File: config.mk
export PLATFORM = sky130hd
export DESIGN_NAME = cpf_chain_framer
export DESIGN_NICKNAME = d
export VERILOG_FILES = /design/src/hdl/cpf_pkg.sv /design/src/hdl/cpf_crc15.sv /design/src/hdl/cpf_fifo.sv /design/src/hdl/cpf_chain_framer.sv
export SDC_FILE = /design/constraint.sdc
export NUM_CORES = 1
export LEC_CHECK = 0
export BUFFER_PORTS_ARGS = -buffer_cell sky130_fd_sc_hd__buf_2
export CAP_MARGIN = 20
export CORE_MARGIN = 4
export CORE_UTILIZATION = 31
export CTS_BUF_LIST = sky130_fd_sc_hd__clkbuf_4
export CTS_CLUSTER_DIAMETER = 50
export CTS_CLUSTER_SIZE = 8
export DETAILED_ROUTE_END_ITERATION = 8
export SYNTH_ARGS = -nofsm -noshare
export SYNTH_HDL_FRONTEND = slang
export SYNTH_SLANG_ARGS = --single-unit
File: constraint.sdc
create_clock -name sys_clk -period 7.3 [get_ports sys_clk]
set_clock_uncertainty 0.15 [all_clocks]
set_input_delay 1.46 -clock sys_clk [delete_from_list [all_inputs] [get_ports sys_clk]]
set_output_delay 1.46 -clock sys_clk [all_outputs]
set_load 0.1 [all_outputs]
File: src/hdl/cpf_pkg.sv
// Purpose: Shared constants and types of the chain framer.
// Assumes: Bytes travel most significant bit first.
// Notes: Check code is 15 bits, sent as a 16-bit word.
package cpf_pkg;
  // Check code generator
  localparam int CRC_W = 15;
  localparam logic [14:0] CRC_SEED = 15'h0010;
  localparam logic [14:0] CRC_POLY = 15'h4599;
  // Framing sizes
  localparam int BYTE_W = 8;
  localparam int CMD_BITS = 16;
  localparam int CHK_BITS = 16;
  localparam int GROUP_BYTES = 6;
  localparam int FIFO_DEPTH = 8;
  // Synchroniser idle levels: mode, lone, stack data, data, select, clock
  localparam logic [5:0] SYNC_IDLE = 6'h0f;
  // Framer states
  typedef enum logic [9:0] {
    CPF_IDLE = 10'h001,
    CPF_CMD = 10'h002,
    CPF_CHK = 10'h004,
    CPF_DEC = 10'h008,
    CPF_WRITE = 10'h010,
    CPF_READ = 10'h020,
    CPF_POLL = 10'h040,
    CPF_VERIFY = 10'h080,
    CPF_PUSH = 10'h100,
    CPF_DRAIN = 10'h200
  } cpf_state_t;
endpackage

File: src/hdl/cpf_crc15.sv
// Purpose: Bit-serial 15-bit check code register.
// Assumes: One bit per shift strobe, in transmission order.
// Notes: Clear loads the seed; clear wins over shift.
`timescale 1ns/100ps
module cpf_crc15 (
  input wire logic sys_clk,
  input wire logic reset,
  input wire logic clear,
  input wire logic shift,
  input wire logic din,
  output logic [14:0] crc
);
  logic [14:0] crc_r;
  logic [14:0] crc_nxt;

  // One step: feedback term, shift up, xor taps
  function automatic logic [14:0] cpf_step(input logic [14:0] c, input logic d);
    logic crc_feedback_term;
    crc_feedback_term = d ^ c[14];
    cpf_step = {c[13:0], 1'b0} ^ (crc_feedback_term ? cpf_pkg::CRC_POLY : 15'h0000);
  endfunction

  // Next value
  always_comb begin
    crc_nxt = crc_r;
    if (clear) begin
      crc_nxt = cpf_pkg::CRC_SEED;
    end else if (shift) begin
      crc_nxt = cpf_step(crc_r, din);
    end
  end

  // Register
  always_ff @(posedge sys_clk) begin
    if (reset) begin
      crc_r <= cpf_pkg::CRC_SEED;
    end else begin
      crc_r <= crc_nxt;
    end
  end

  assign crc = crc_r;
endmodule

File: src/hdl/cpf_fifo.sv
// Purpose: Small first-in first-out buffer with valid and ready.
// Assumes: Single clock.
// Notes: Full stalls the writer through in_ready.
`timescale 1ns/100ps
module cpf_fifo #(
  parameter int WIDTH = 8,
  parameter int DEPTH = 8
) (
  input wire logic sys_clk,
  input wire logic reset,
  input wire logic in_valid,
  output logic in_ready,
  input wire logic [WIDTH-1:0] in_data,
  output logic out_valid,
  input wire logic out_ready,
  output logic [WIDTH-1:0] out_data
);
  localparam int AW = $clog2(DEPTH);
  logic [WIDTH-1:0] mem_r [DEPTH];
  logic [AW-1:0] wp_r;
  logic [AW-1:0] wp_nxt;
  logic [AW-1:0] rp_r;
  logic [AW-1:0] rp_nxt;
  logic [AW:0] fill_r;
  logic [AW:0] fill_nxt;
  logic wr;
  logic rd;

  // Pointer and fill update
  always_comb begin
    wr = in_valid && (fill_r != (AW + 1)'(DEPTH));
    rd = out_ready && (fill_r != '0);
    wp_nxt = wr ? ((wp_r == AW'(DEPTH - 1)) ? '0 : wp_r + 1'b1) : wp_r;
    rp_nxt = rd ? ((rp_r == AW'(DEPTH - 1)) ? '0 : rp_r + 1'b1) : rp_r;
    fill_nxt = fill_r + (AW + 1)'(wr) - (AW + 1)'(rd);
  end

  // Registers and storage
  always_ff @(posedge sys_clk) begin
    if (reset) begin
      wp_r <= '0;
      rp_r <= '0;
      fill_r <= '0;
    end else begin
      wp_r <= wp_nxt;
      rp_r <= rp_nxt;
      fill_r <= fill_nxt;
      if (wr) begin
        mem_r[wp_r] <= in_data;
      end
    end
  end

  assign in_ready = (fill_r != (AW + 1)'(DEPTH));
  assign out_valid = (fill_r != '0);
  assign out_data = mem_r[rp_r];
endmodule

File: src/hdl/cpf_chain_framer.sv
// Purpose: Host-side framing, check code and chain shifting of one stacked monitor.
// Assumes: Serial clock idles high, data sampled on its rising edge.
// Notes: All pins sampled by sys_clk through two flip-flops.
`timescale 1ns/100ps
module cpf_chain_framer #(
  parameter int GROUP_BYTES = cpf_pkg::GROUP_BYTES,
  parameter int FIFO_DEPTH = cpf_pkg::FIFO_DEPTH
) (
  input wire logic sys_clk,
  input wire logic reset,
  input wire logic host_port_mode_select,
  input wire logic lone_device,
  input wire logic host_sck,
  input wire logic chip_select_n,
  input wire logic host_sdi,
  output logic host_sdo_o,
  output logic host_sdo_oe,
  output logic iso_reply_valid,
  output logic iso_reply_level,
  output logic stack_sck,
  output logic stack_cs_n,
  output logic stack_sdi,
  input wire logic stack_sdo,
  input wire logic conv_busy,
  input wire logic cmd_is_write,
  input wire logic cmd_is_read,
  input wire logic cmd_is_poll,
  input wire logic cmd_is_convert,
  input wire logic [GROUP_BYTES*8-1:0] rd_group_data,
  output logic [15:0] cmd_word,
  output logic cmd_valid,
  output logic cmd_pec_error,
  output logic conv_start,
  output logic data_pec_error,
  output logic wr_commit,
  output logic wr_byte_valid,
  input wire logic wr_byte_ready,
  output logic [7:0] wr_byte_data
);
  localparam int D = GROUP_BYTES * cpf_pkg::BYTE_W;
  localparam int W = D + cpf_pkg::CHK_BITS;
  localparam int CW = $clog2(W + 1);
  localparam logic [CW-1:0] CNT_CMD = CW'(cpf_pkg::CMD_BITS);
  localparam logic [CW-1:0] CNT_FRAME = CW'(cpf_pkg::CMD_BITS + cpf_pkg::CHK_BITS);
  localparam logic [CW-1:0] CNT_D = CW'(D);
  localparam logic [CW-1:0] CNT_W = CW'(W);
  localparam logic [CW-1:0] CNT_GB = CW'(GROUP_BYTES);
  localparam logic [CW-1:0] BYTE_MASK = CW'(cpf_pkg::BYTE_W - 1);

  // Pin synchronisers and edge history
  logic [5:0] sync1_r;
  logic [5:0] sync2_r;
  logic sck_d_r;
  logic cs_d_r;
  logic sck_s;
  logic cs_s;
  logic sdi_s;
  logic up_s;
  logic lone_s;
  logic two_wire_s;
  logic rise;
  logic fall;
  logic cs_fall;
  logic cs_rise;

  // Framer state
  cpf_pkg::cpf_state_t state_r;
  cpf_pkg::cpf_state_t state_nxt;
  logic [CW-1:0] cnt_r;
  logic [CW-1:0] cnt_nxt;
  logic [31:0] frame_r;
  logic [31:0] frame_nxt;
  logic [W-1:0] win_r;
  logic [W-1:0] win_nxt;
  logic [W-1:0] tx_r;
  logic [W-1:0] tx_nxt;
  logic drop_r;
  logic drop_nxt;
  logic stage_r;
  logic stage_nxt;
  logic sdo_lvl_r;
  logic sdo_lvl_nxt;
  logic reply_v_r;
  logic reply_v_nxt;
  logic reply_l_r;
  logic reply_l_nxt;
  logic sck_o_r;
  logic cs_o_r;
  logic sdi_o_r;
  logic sdi_o_nxt;
  logic [15:0] cmd_word_r;
  logic [15:0] cmd_word_nxt;
  logic cmd_valid_r;
  logic cmd_valid_nxt;
  logic cmd_err_r;
  logic cmd_err_nxt;
  logic conv_r;
  logic conv_nxt;
  logic derr_r;
  logic derr_nxt;
  logic commit_r;
  logic commit_nxt;

  // Check code engines and write buffer hooks
  logic rx_clr;
  logic rx_en;
  logic rx_bit;
  logic tx_clr;
  logic tx_en;
  logic tx_bit;
  logic [14:0] rx_crc;
  logic [14:0] tx_crc;
  logic push;
  logic push_ready;
  logic [15:0] rx_chk;
  logic [15:0] tx_chk;
  logic status_now;

  assign {two_wire_s, lone_s, up_s, sdi_s, cs_s, sck_s} = sync2_r;
  assign rise = sck_s && !sck_d_r;
  assign fall = !sck_s && sck_d_r;
  assign cs_fall = !cs_s && cs_d_r;
  assign cs_rise = cs_s && !cs_d_r;
  // Check word: code shifted up with a zero below
  assign rx_chk = {rx_crc, 1'b0};
  assign tx_chk = {tx_crc, 1'b0};
  // Stack status: own idle and everything above idle
  assign status_now = !conv_busy && (lone_s || up_s);

  cpf_crc15 u_rx_crc (
    .sys_clk(sys_clk),
    .reset(reset),
    .clear(rx_clr),
    .shift(rx_en),
    .din(rx_bit),
    .crc(rx_crc)
  );

  cpf_crc15 u_tx_crc (
    .sys_clk(sys_clk),
    .reset(reset),
    .clear(tx_clr),
    .shift(tx_en),
    .din(tx_bit),
    .crc(tx_crc)
  );

  cpf_fifo #(
    .WIDTH(8),
    .DEPTH(FIFO_DEPTH)
  ) u_wr_fifo (
    .sys_clk(sys_clk),
    .reset(reset),
    .in_valid(push),
    .in_ready(push_ready),
    .in_data(win_r[D-1 -: 8]),
    .out_valid(wr_byte_valid),
    .out_ready(wr_byte_ready),
    .out_data(wr_byte_data)
  );

  // Two-flop synchronisers; edges read the second stage only
  always_ff @(posedge sys_clk) begin
    if (reset) begin
      sync1_r <= cpf_pkg::SYNC_IDLE;
      sync2_r <= cpf_pkg::SYNC_IDLE;
      sck_d_r <= 1'b1;
      cs_d_r <= 1'b1;
    end else begin
      sync1_r <= {host_port_mode_select, lone_device, stack_sdo, host_sdi,
                  chip_select_n, host_sck};
      sync2_r <= sync1_r;
      sck_d_r <= sck_s;
      cs_d_r <= cs_s;
    end
  end

  // Framer next state
  always_comb begin
    state_nxt = state_r;
    cnt_nxt = cnt_r;
    frame_nxt = frame_r;
    win_nxt = win_r;
    tx_nxt = tx_r;
    drop_nxt = drop_r;
    stage_nxt = stage_r;
    sdo_lvl_nxt = 1'b1;
    reply_v_nxt = 1'b0;
    reply_l_nxt = reply_l_r;
    sdi_o_nxt = sdi_s;
    cmd_word_nxt = cmd_word_r;
    cmd_valid_nxt = 1'b0;
    cmd_err_nxt = 1'b0;
    conv_nxt = 1'b0;
    derr_nxt = 1'b0;
    commit_nxt = 1'b0;
    rx_clr = 1'b0;
    rx_en = 1'b0;
    rx_bit = sdi_s;
    tx_clr = 1'b0;
    tx_en = 1'b0;
    tx_bit = tx_r[W-1];
    push = 1'b0;
    unique case (state_r)
      cpf_pkg::CPF_IDLE: begin
        if (cs_fall) begin
          state_nxt = cpf_pkg::CPF_CMD;
          cnt_nxt = '0;
          rx_clr = 1'b1;
        end
      end
      cpf_pkg::CPF_CMD, cpf_pkg::CPF_CHK: begin
        // Command bits pass straight up the stack
        sdi_o_nxt = sdi_s;
        if (rise) begin
          frame_nxt = {frame_r[30:0], sdi_s};
          cnt_nxt = cnt_r + 1'b1;
          rx_en = state_r == cpf_pkg::CPF_CMD;
          if (cnt_r == CNT_CMD - 1'b1) begin
            state_nxt = cpf_pkg::CPF_CHK;
          end
          if (cnt_r == CNT_FRAME - 1'b1) begin
            if ({frame_r[14:0], sdi_s} == rx_chk) begin
              cmd_word_nxt = frame_r[30:15];
              cmd_valid_nxt = 1'b1;
              state_nxt = cpf_pkg::CPF_DEC;
            end else begin
              cmd_err_nxt = 1'b1;
              state_nxt = cpf_pkg::CPF_DRAIN;
            end
          end
        end
      end
      cpf_pkg::CPF_DEC: begin
        cnt_nxt = '0;
        win_nxt = '0;
        drop_nxt = 1'b0;
        stage_nxt = 1'b0;
        if (cmd_is_convert) begin
          conv_nxt = 1'b1;
          state_nxt = cpf_pkg::CPF_POLL;
        end else if (cmd_is_poll) begin
          state_nxt = cpf_pkg::CPF_POLL;
        end else if (cmd_is_write) begin
          state_nxt = cpf_pkg::CPF_WRITE;
        end else if (cmd_is_read) begin
          tx_nxt = {rd_group_data, 16'h0000};
          tx_clr = 1'b1;
          state_nxt = cpf_pkg::CPF_READ;
        end else begin
          state_nxt = cpf_pkg::CPF_DRAIN;
        end
      end
      cpf_pkg::CPF_WRITE: begin
        // Window delays write data by one group and its check word before passing it up
        sdi_o_nxt = sdi_o_r;
        if (rise) begin
          win_nxt = {win_r[W-2:0], sdi_s};
          drop_nxt = win_r[W-1];
          if (cnt_r != CNT_W) begin
            cnt_nxt = cnt_r + 1'b1;
          end
        end
        if (fall) begin
          sdi_o_nxt = drop_r;
        end
      end
      cpf_pkg::CPF_READ: begin
        sdo_lvl_nxt = sdo_lvl_r;
        if (rise) begin
          win_nxt = {win_r[W-2:0], up_s};
          drop_nxt = win_r[W-1];
        end
        if (fall) begin
          if (cnt_r < CNT_D) begin
            sdo_lvl_nxt = tx_r[W-1];
            tx_en = 1'b1;
            tx_nxt = {tx_r[W-2:0], 1'b0};
          end else if (cnt_r == CNT_D) begin
            sdo_lvl_nxt = tx_chk[15];
            tx_nxt = {tx_chk[14:0], {(W - 15){1'b0}}};
          end else if (cnt_r < CNT_W) begin
            sdo_lvl_nxt = tx_r[W-1];
            tx_nxt = {tx_r[W-2:0], 1'b0};
          end else begin
            sdo_lvl_nxt = drop_r;
          end
          if (cnt_r != CNT_W) begin
            cnt_nxt = cnt_r + 1'b1;
          end
        end
      end
      cpf_pkg::CPF_POLL: begin
        // Lone device follows busy at once; chained stage moves per clock
        if (lone_s) begin
          stage_nxt = status_now;
        end else if (rise) begin
          stage_nxt = status_now;
        end
        sdo_lvl_nxt = two_wire_s ? 1'b1 : stage_r;
        if (rise && two_wire_s) begin
          reply_v_nxt = 1'b1;
          reply_l_nxt = status_now;
        end
      end
      cpf_pkg::CPF_VERIFY: begin
        // Rotate the window through the code engine
        if (cnt_r == CNT_D) begin
          if (win_r[W-1 -: 16] == rx_chk) begin
            state_nxt = cpf_pkg::CPF_PUSH;
          end else begin
            derr_nxt = 1'b1;
            state_nxt = cpf_pkg::CPF_IDLE;
          end
          cnt_nxt = '0;
        end else begin
          rx_en = 1'b1;
          rx_bit = win_r[W-1];
          win_nxt = {win_r[W-2:0], win_r[W-1]};
          cnt_nxt = cnt_r + 1'b1;
        end
      end
      cpf_pkg::CPF_PUSH: begin
        push = 1'b1;
        if (push_ready) begin
          win_nxt = {win_r[W-1:D], win_r[D-9:0], 8'h00};
          cnt_nxt = cnt_r + 1'b1;
          if (cnt_r == CNT_GB - 1'b1) begin
            commit_nxt = 1'b1;
            state_nxt = cpf_pkg::CPF_IDLE;
          end
        end
      end
      cpf_pkg::CPF_DRAIN: begin
        state_nxt = cpf_pkg::CPF_DRAIN;
      end
      default: begin
        state_nxt = cpf_pkg::CPF_IDLE;
      end
    endcase
    // Select rising ends the sequence in every state but CPF_VERIFY and CPF_PUSH, and releases data high
    if (cs_rise && state_r != cpf_pkg::CPF_VERIFY && state_r != cpf_pkg::CPF_PUSH) begin
      sdo_lvl_nxt = 1'b1;
      reply_v_nxt = 1'b0;
      state_nxt = cpf_pkg::CPF_IDLE;
      if (state_r == cpf_pkg::CPF_WRITE) begin
        // Commit only a whole, byte-aligned group
        if (cnt_r == CNT_W && (cnt_r & BYTE_MASK) == '0) begin
          state_nxt = cpf_pkg::CPF_VERIFY;
          cnt_nxt = '0;
          rx_clr = 1'b1;
        end else begin
          derr_nxt = 1'b1;
        end
      end
    end
  end

  // Framer registers
  always_ff @(posedge sys_clk) begin
    if (reset) begin
      state_r <= cpf_pkg::CPF_IDLE;
      cnt_r <= '0;
      frame_r <= '0;
      win_r <= '0;
      tx_r <= '0;
      drop_r <= 1'b0;
      stage_r <= 1'b0;
      sdo_lvl_r <= 1'b1;
      reply_v_r <= 1'b0;
      reply_l_r <= 1'b0;
      sck_o_r <= 1'b1;
      cs_o_r <= 1'b1;
      sdi_o_r <= 1'b1;
      cmd_word_r <= '0;
      cmd_valid_r <= 1'b0;
      cmd_err_r <= 1'b0;
      conv_r <= 1'b0;
      derr_r <= 1'b0;
      commit_r <= 1'b0;
    end else begin
      state_r <= state_nxt;
      cnt_r <= cnt_nxt;
      frame_r <= frame_nxt;
      win_r <= win_nxt;
      tx_r <= tx_nxt;
      drop_r <= drop_nxt;
      stage_r <= stage_nxt;
      sdo_lvl_r <= sdo_lvl_nxt;
      reply_v_r <= reply_v_nxt;
      reply_l_r <= reply_l_nxt;
      sck_o_r <= sck_s;
      cs_o_r <= cs_s;
      sdi_o_r <= sdi_o_nxt;
      cmd_word_r <= cmd_word_nxt;
      cmd_valid_r <= cmd_valid_nxt;
      cmd_err_r <= cmd_err_nxt;
      conv_r <= conv_nxt;
      derr_r <= derr_nxt;
      commit_r <= commit_nxt;
    end
  end

  // Open-drain data: enable pulls the line low
  assign host_sdo_o = 1'b0;
  assign host_sdo_oe = !sdo_lvl_r;
  assign iso_reply_valid = reply_v_r;
  assign iso_reply_level = reply_l_r;
  assign stack_sck = sck_o_r;
  assign stack_cs_n = cs_o_r;
  assign stack_sdi = sdi_o_r;
  assign cmd_word = cmd_word_r;
  assign cmd_valid = cmd_valid_r;
  assign cmd_pec_error = cmd_err_r;
  assign conv_start = conv_r;
  assign data_pec_error = derr_r;
  assign wr_commit = commit_r;
endmodule

# == Word level (Yosys, flattened, before mapping) ==
# Memories as Yosys holds them, arrays and structs flattened. A register that Yosys moved wholly into a read port is not among the register bits.
# Cells that the tools add are included.
# totals
regBits,257
mem_bits_rw,64
in_bits,62
word_cells,227
n_memories,1
# op_classes
n_addsub,5
magnitude_cmp,2
n_eq_ne,43
n_mux,94
bitwise,11
reduce_logical,44
# memory_table
name,words,word_bits,rd,rd_clocked_by_memory_dff,wr,line_no,rtl
u_wr_fifo.mem_r,8,8,1,1,1,cpf_fifo.sv:19,logic [WIDTH-1:0] mem_r [DEPTH];
# ops
cell,n
64-bit two-way mux,11
64-bit one-hot mux with 5 select lines,1
10-bit two-way mux,13
64-bit one-hot mux with 2 select lines,1
7-bit two-way mux,10
10-bit one-hot mux with 7 select lines,1
7-bit one-hot mux with 7 select lines,1
48-bit two-way mux,1
1-bit two-way mux,42
16-bit == test,2
15-bit two-way mux,2
15-bit XOR,2
"2-bit inequality test, second input constant",10
"3-bit inequality test, second input constant",6
8-bit two-way mux,2
7-bit AND reduction,2
3-bit two-way mux,4
"4-bit inequality test, second input constant",3
2-bit OR reduction,6
1-bit logical AND,11
"10-bit by 1-bit == test with 1-bit output, second input constant",1
"10-bit == test, second input constant",1
"10-bit by 2-bit == test with 1-bit output, second input constant",1
"10-bit by 3-bit == test with 1-bit output, second input constant",1
other kinds (37),64

# == Logic depth before layout (Yosys ltp) ==
# logic_depth
ltp_word,8
ltp_mapped,12
mapped_depth_nobuf,12

# == Modules after synthesis ==
# Synthesis repeated with hierarchy kept, for this count alone.
# hier_totals
hier_cells,1416
area_unflattened_um2,13705.6
# modules_own_cells
mod,instances,cells_each,area_each_um2
cpf_chain_framer,1,1113,9220.1
cpf_fifo,1,171,3196.8
cpf_crc15,2,66,644.4

# == Worst setup path before layout ==
# No wires, ideal clock.
# synth_timing
path_type,register to output
from,register with a tool-made name
to,output wr_byte_data[0]
t_arrival_ns,2.259
setup_slack_ns,3.431
stages_incl_launch_ff,5
path_buffers,2
cell_sequence,dfxtp_1 -> clkbuf_1 -> buf_1 -> mux4_2 -> mux2_2
# synth_rtl
element,line_no,rtl
to (decl),cpf_chain_framer.sv:38,output logic [7:0] wr_byte_data

==> flow_metrics.py <==
metrics = {
    "clock_tree": {
        "clk_path_buf_depth": 3,
        "htree_levels": 2,
        "cts-hold-fix-buffers": 0,
        "cts_setup_buffers": 0,
        "post_cts_resized": 0,
        "cts_root_buf": "clkbuf_4",
        "cts_sinks": 308,
        "path_clk_slew_ns": 0.09,
        "numCtsBuffers": 47,
        "cts_tree": "done",
        "clock_latency_ns": 0.76,
    },
    "min_path": {
        "holdPathEnd": "sync2_r[1]",
        "whs_path_depth": 1,
        "min_path_type": "flip-flop to flip-flop",
        "hp-start": "sync1_r[1]",
    },
    "placed_design": {
        "place_congestion": 0.8706,
        "pre_cts_ws_ns": 3.476,
        "port_buffers": 97,
        "dp_hpwl_mm": 21.52,
        "placed_cell_area_um2": 14630,
    },
    "synth": {
        "synthFlopType": "dfxtp_1",
        "synth-seq-area-share_pct": 49.65,
        "synth.distinct_cells": 73,
        "synth-seq-cells": 308,
        "synthesis.instances": 1462,
        "synth_warnings": 0,
        "syn_avg_cell_area_um2": 9.376,
        "yosysTopAreaCell": "dfxtp_1",
        "synth_area_leaders": "dfxtp_1, edfxtp_1, nand2_1",
        "synth-edff-count": 64,
        "synth_top_area_share_pct": 35.63,
        "synth_nets": 1538,
        "synthArstFlopShare_pct": 0,
        "synth_area_um2": 13710,
    },
    "route": {
        "ant_nets": 0,
        "first_iter_violations": 765,
        "firstDrtPassIters": 5,
        "drt-vias-per-instance": 5.107,
        "wl_met2_mm": 15.44,
        "drt-met1-wl_mm": 15.69,
        "wl_per_cell_um": 15.77,
        "drc_errors": 0,
        "drt_wl_total_mm": 33.39,
        "routed.top_layer": "met4",
        "vias": 10817,
        "dr_wl_met3_mm": 1.440,
    },
    "sta": {
        "finalMaxSlewViolations": 0,
        "tightest_slew_ns": 1.016,
        "rsz0062_at_grt": "false",
        "period_needed_ns": 4.324,
        "setup-violations-final": 0,
        "max_freq_ghz": 0.2312,
        "tns_ns": 0,
        "setup_slack_ns": 2.976,
        "hold_viol": 0,
        "relSlewSlack_pct": 32.29,
        "post-route-period-util_pct": 59.24,
    },
    "critical_path": {
        "max_stage_delay_ns": 0.66,
        "cp.arrival_ns": 2.71,
        "r2r-start": "state_r[5]",
        "crit_path_end_kind": "primary output",
        "rr_endpoint": "cmd_word[2]",
        "reg2reg_setup_slack_ns": 3.52,
        "crit_path_start_kind": "flip-flop",
        "path_max_fanout": 9,
        "critical_path_class": "flip-flop to primary output",
        "worst_path_max_delay_cell": "dfxtp_1",
        "worstPathRequired_ns": 5.69,
        "reg2reg_depth": 6,
        "crit_chain": "buf_8 > mux4_2 > mux2_2 > buf_2",
    },
    "floorplanning": {
        "start_util_pct": 31.61,
        "ios": 99,
        "fp.dieArea_um2": 47650,
        "core-area_um2": 43360,
        "die_x_um": 218.3,
        "rows": 76,
        "die-height_um": 218.3,
    },
    "global_route": {
        "grtUsageTotal_pct": 13.56,
        "grt_pass1_vias": 10275,
        "grt.overflow.total": 0,
        "antenna_found_initial": 1,
        "grt_max_degree": 92,
        "grt_pass1_wl_mm": 53.90,
    },
    "layout": {
        "final_util_pct": 35.01,
        "layout.nets": 1589,
        "area_delta_synth_final_pct": 10.75,
        "final_common_cell": "dfxtp_1",
        "ff_latch_area_um2": 6807,
        "n_fill_cell": 4495,
        "fin_area_um2": 15180,
        "final_cell_mix": "dfxtp_1, nand2_1, nor2_1, a21oi_1, buf_2",
        "drive_above_1_share_pct": 16.19,
        "multiInputGateArea_um2": 6399,
    },
    "power_and_ir_drop": {
        "powerDensity_nw_per_um2": 211.2,
        "vdd_drop_max_uv": 135.6,
        "leakagePower_nw": 5.382,
    },
    "flow_run": {
        "max_cap_viol_count": 0,
    },
    "outcome": {
        "outcome": "finished, final reports clean",
    },
}
==> synth_stat cells (all sizes together) (11+ instances only) <==
library cell,instances
and3,46
nor2b,11
nand2,197
xor2,39
clkbuf,90
dfxtp,244
a21oi,126
a22oi,20
nor3b,12
mux2i,35
xnor2,14
inv,15
nor4,15
o21ai,11
a211oi,44
a22o,41
or2,16
buf,27
nor3,51
mux4,16
nor2,140
a311o,14
nand3,57
ha,13
edfxtp,64
==> how the worst max path moves through the flow <==
stage | start | to | slack, ns | depth (start not counted)
3_3_place_gp | reset | u_wr_fifo.mem_r[5][2] | 3.45 | 4
3_5_place_dp | flip-flop | wr_byte_data[3] | 3.48 | 3
4_1_cts | flip-flop | wr_byte_data[3] | 2.62 | 3
6_report | flip-flop | wr_byte_data[7] | 2.98 | 4
5_1_grt | flip-flop | wr_byte_data[7] | 2.78 | 4
2_1_floorplan | flip-flop | wr_byte_data[0] | 3.43 | 4
==> metrics by stage <==
stage,std cells,hold slack (ns),power [mW]
final,2118,0.2231,3.207
after global routing,2118,0.2672,3.370
after CTS,2114,0.2149,3.257
after detailed placement,2046,0.2445,2.257
after global placement,2042,0.2418,2.248
after floorplan,1462,0.2395,2.167
==> sequential cells by signal, summed over array words and instances (netlist names), 7 cells and up, named ones only <==
name / cells
cmd_word: 16
cnt_r: 7
frame_r: 31
state_r: 10
tx_r: 48
u_rx_crc.crc: 15
u_tx_crc.crc: 15
u_wr_fifo.mem_r: 64
win_r: 64
==> critical path, delay by kind of cell (launching register included) <==
kind	cells	cell delay, ns
multiplexers	2	0.80
flip-flops	1	0.66
buffers and inverters	2	0.52
==> area by class of cell <==
type | instances | share of cell area, %
Inverter | 15 | 0.3709
Multi-Input combinational cell | 1022 | 42.15
Antenna cell | 1 | 0.01648
Clock inverter | 8 | 0.3049
Clock buffer | 60 | 2.967
Tap cell | 585 | 4.821
Timing Repair Buffer | 119 | 4.541
Sequential cell | 308 | 44.83
==> logic make-up after synthesis <==
group / share of synthesized area, %
adders and majority gates: 1.333
and+or+nand+nor: 20.91
DFF: 49.65
other: 0.02736
xor gates and xnor gates: 3.386
AOI/OAI and AO/OA: 14.91
buffers and inverters: 3.934
muxes: 5.842
==> report_power, final <==
group / internal [mW] / total [mW] / switching [mW]
Combinational: 0.151 / 0.439 / 0.289
Sequential: 1.75 / 1.78 / 0.0334
Clock: 0.381 / 0.985 / 0.604
==> layer usage <==
metal	global-route usage, %	vias up
met5	0	-
met4	4.529	0
met3	2.836	63
met2	21.62	215
met1	18.38	5188
li1	-	5351
Note: power is estimated with default switching activity, not from simulation.
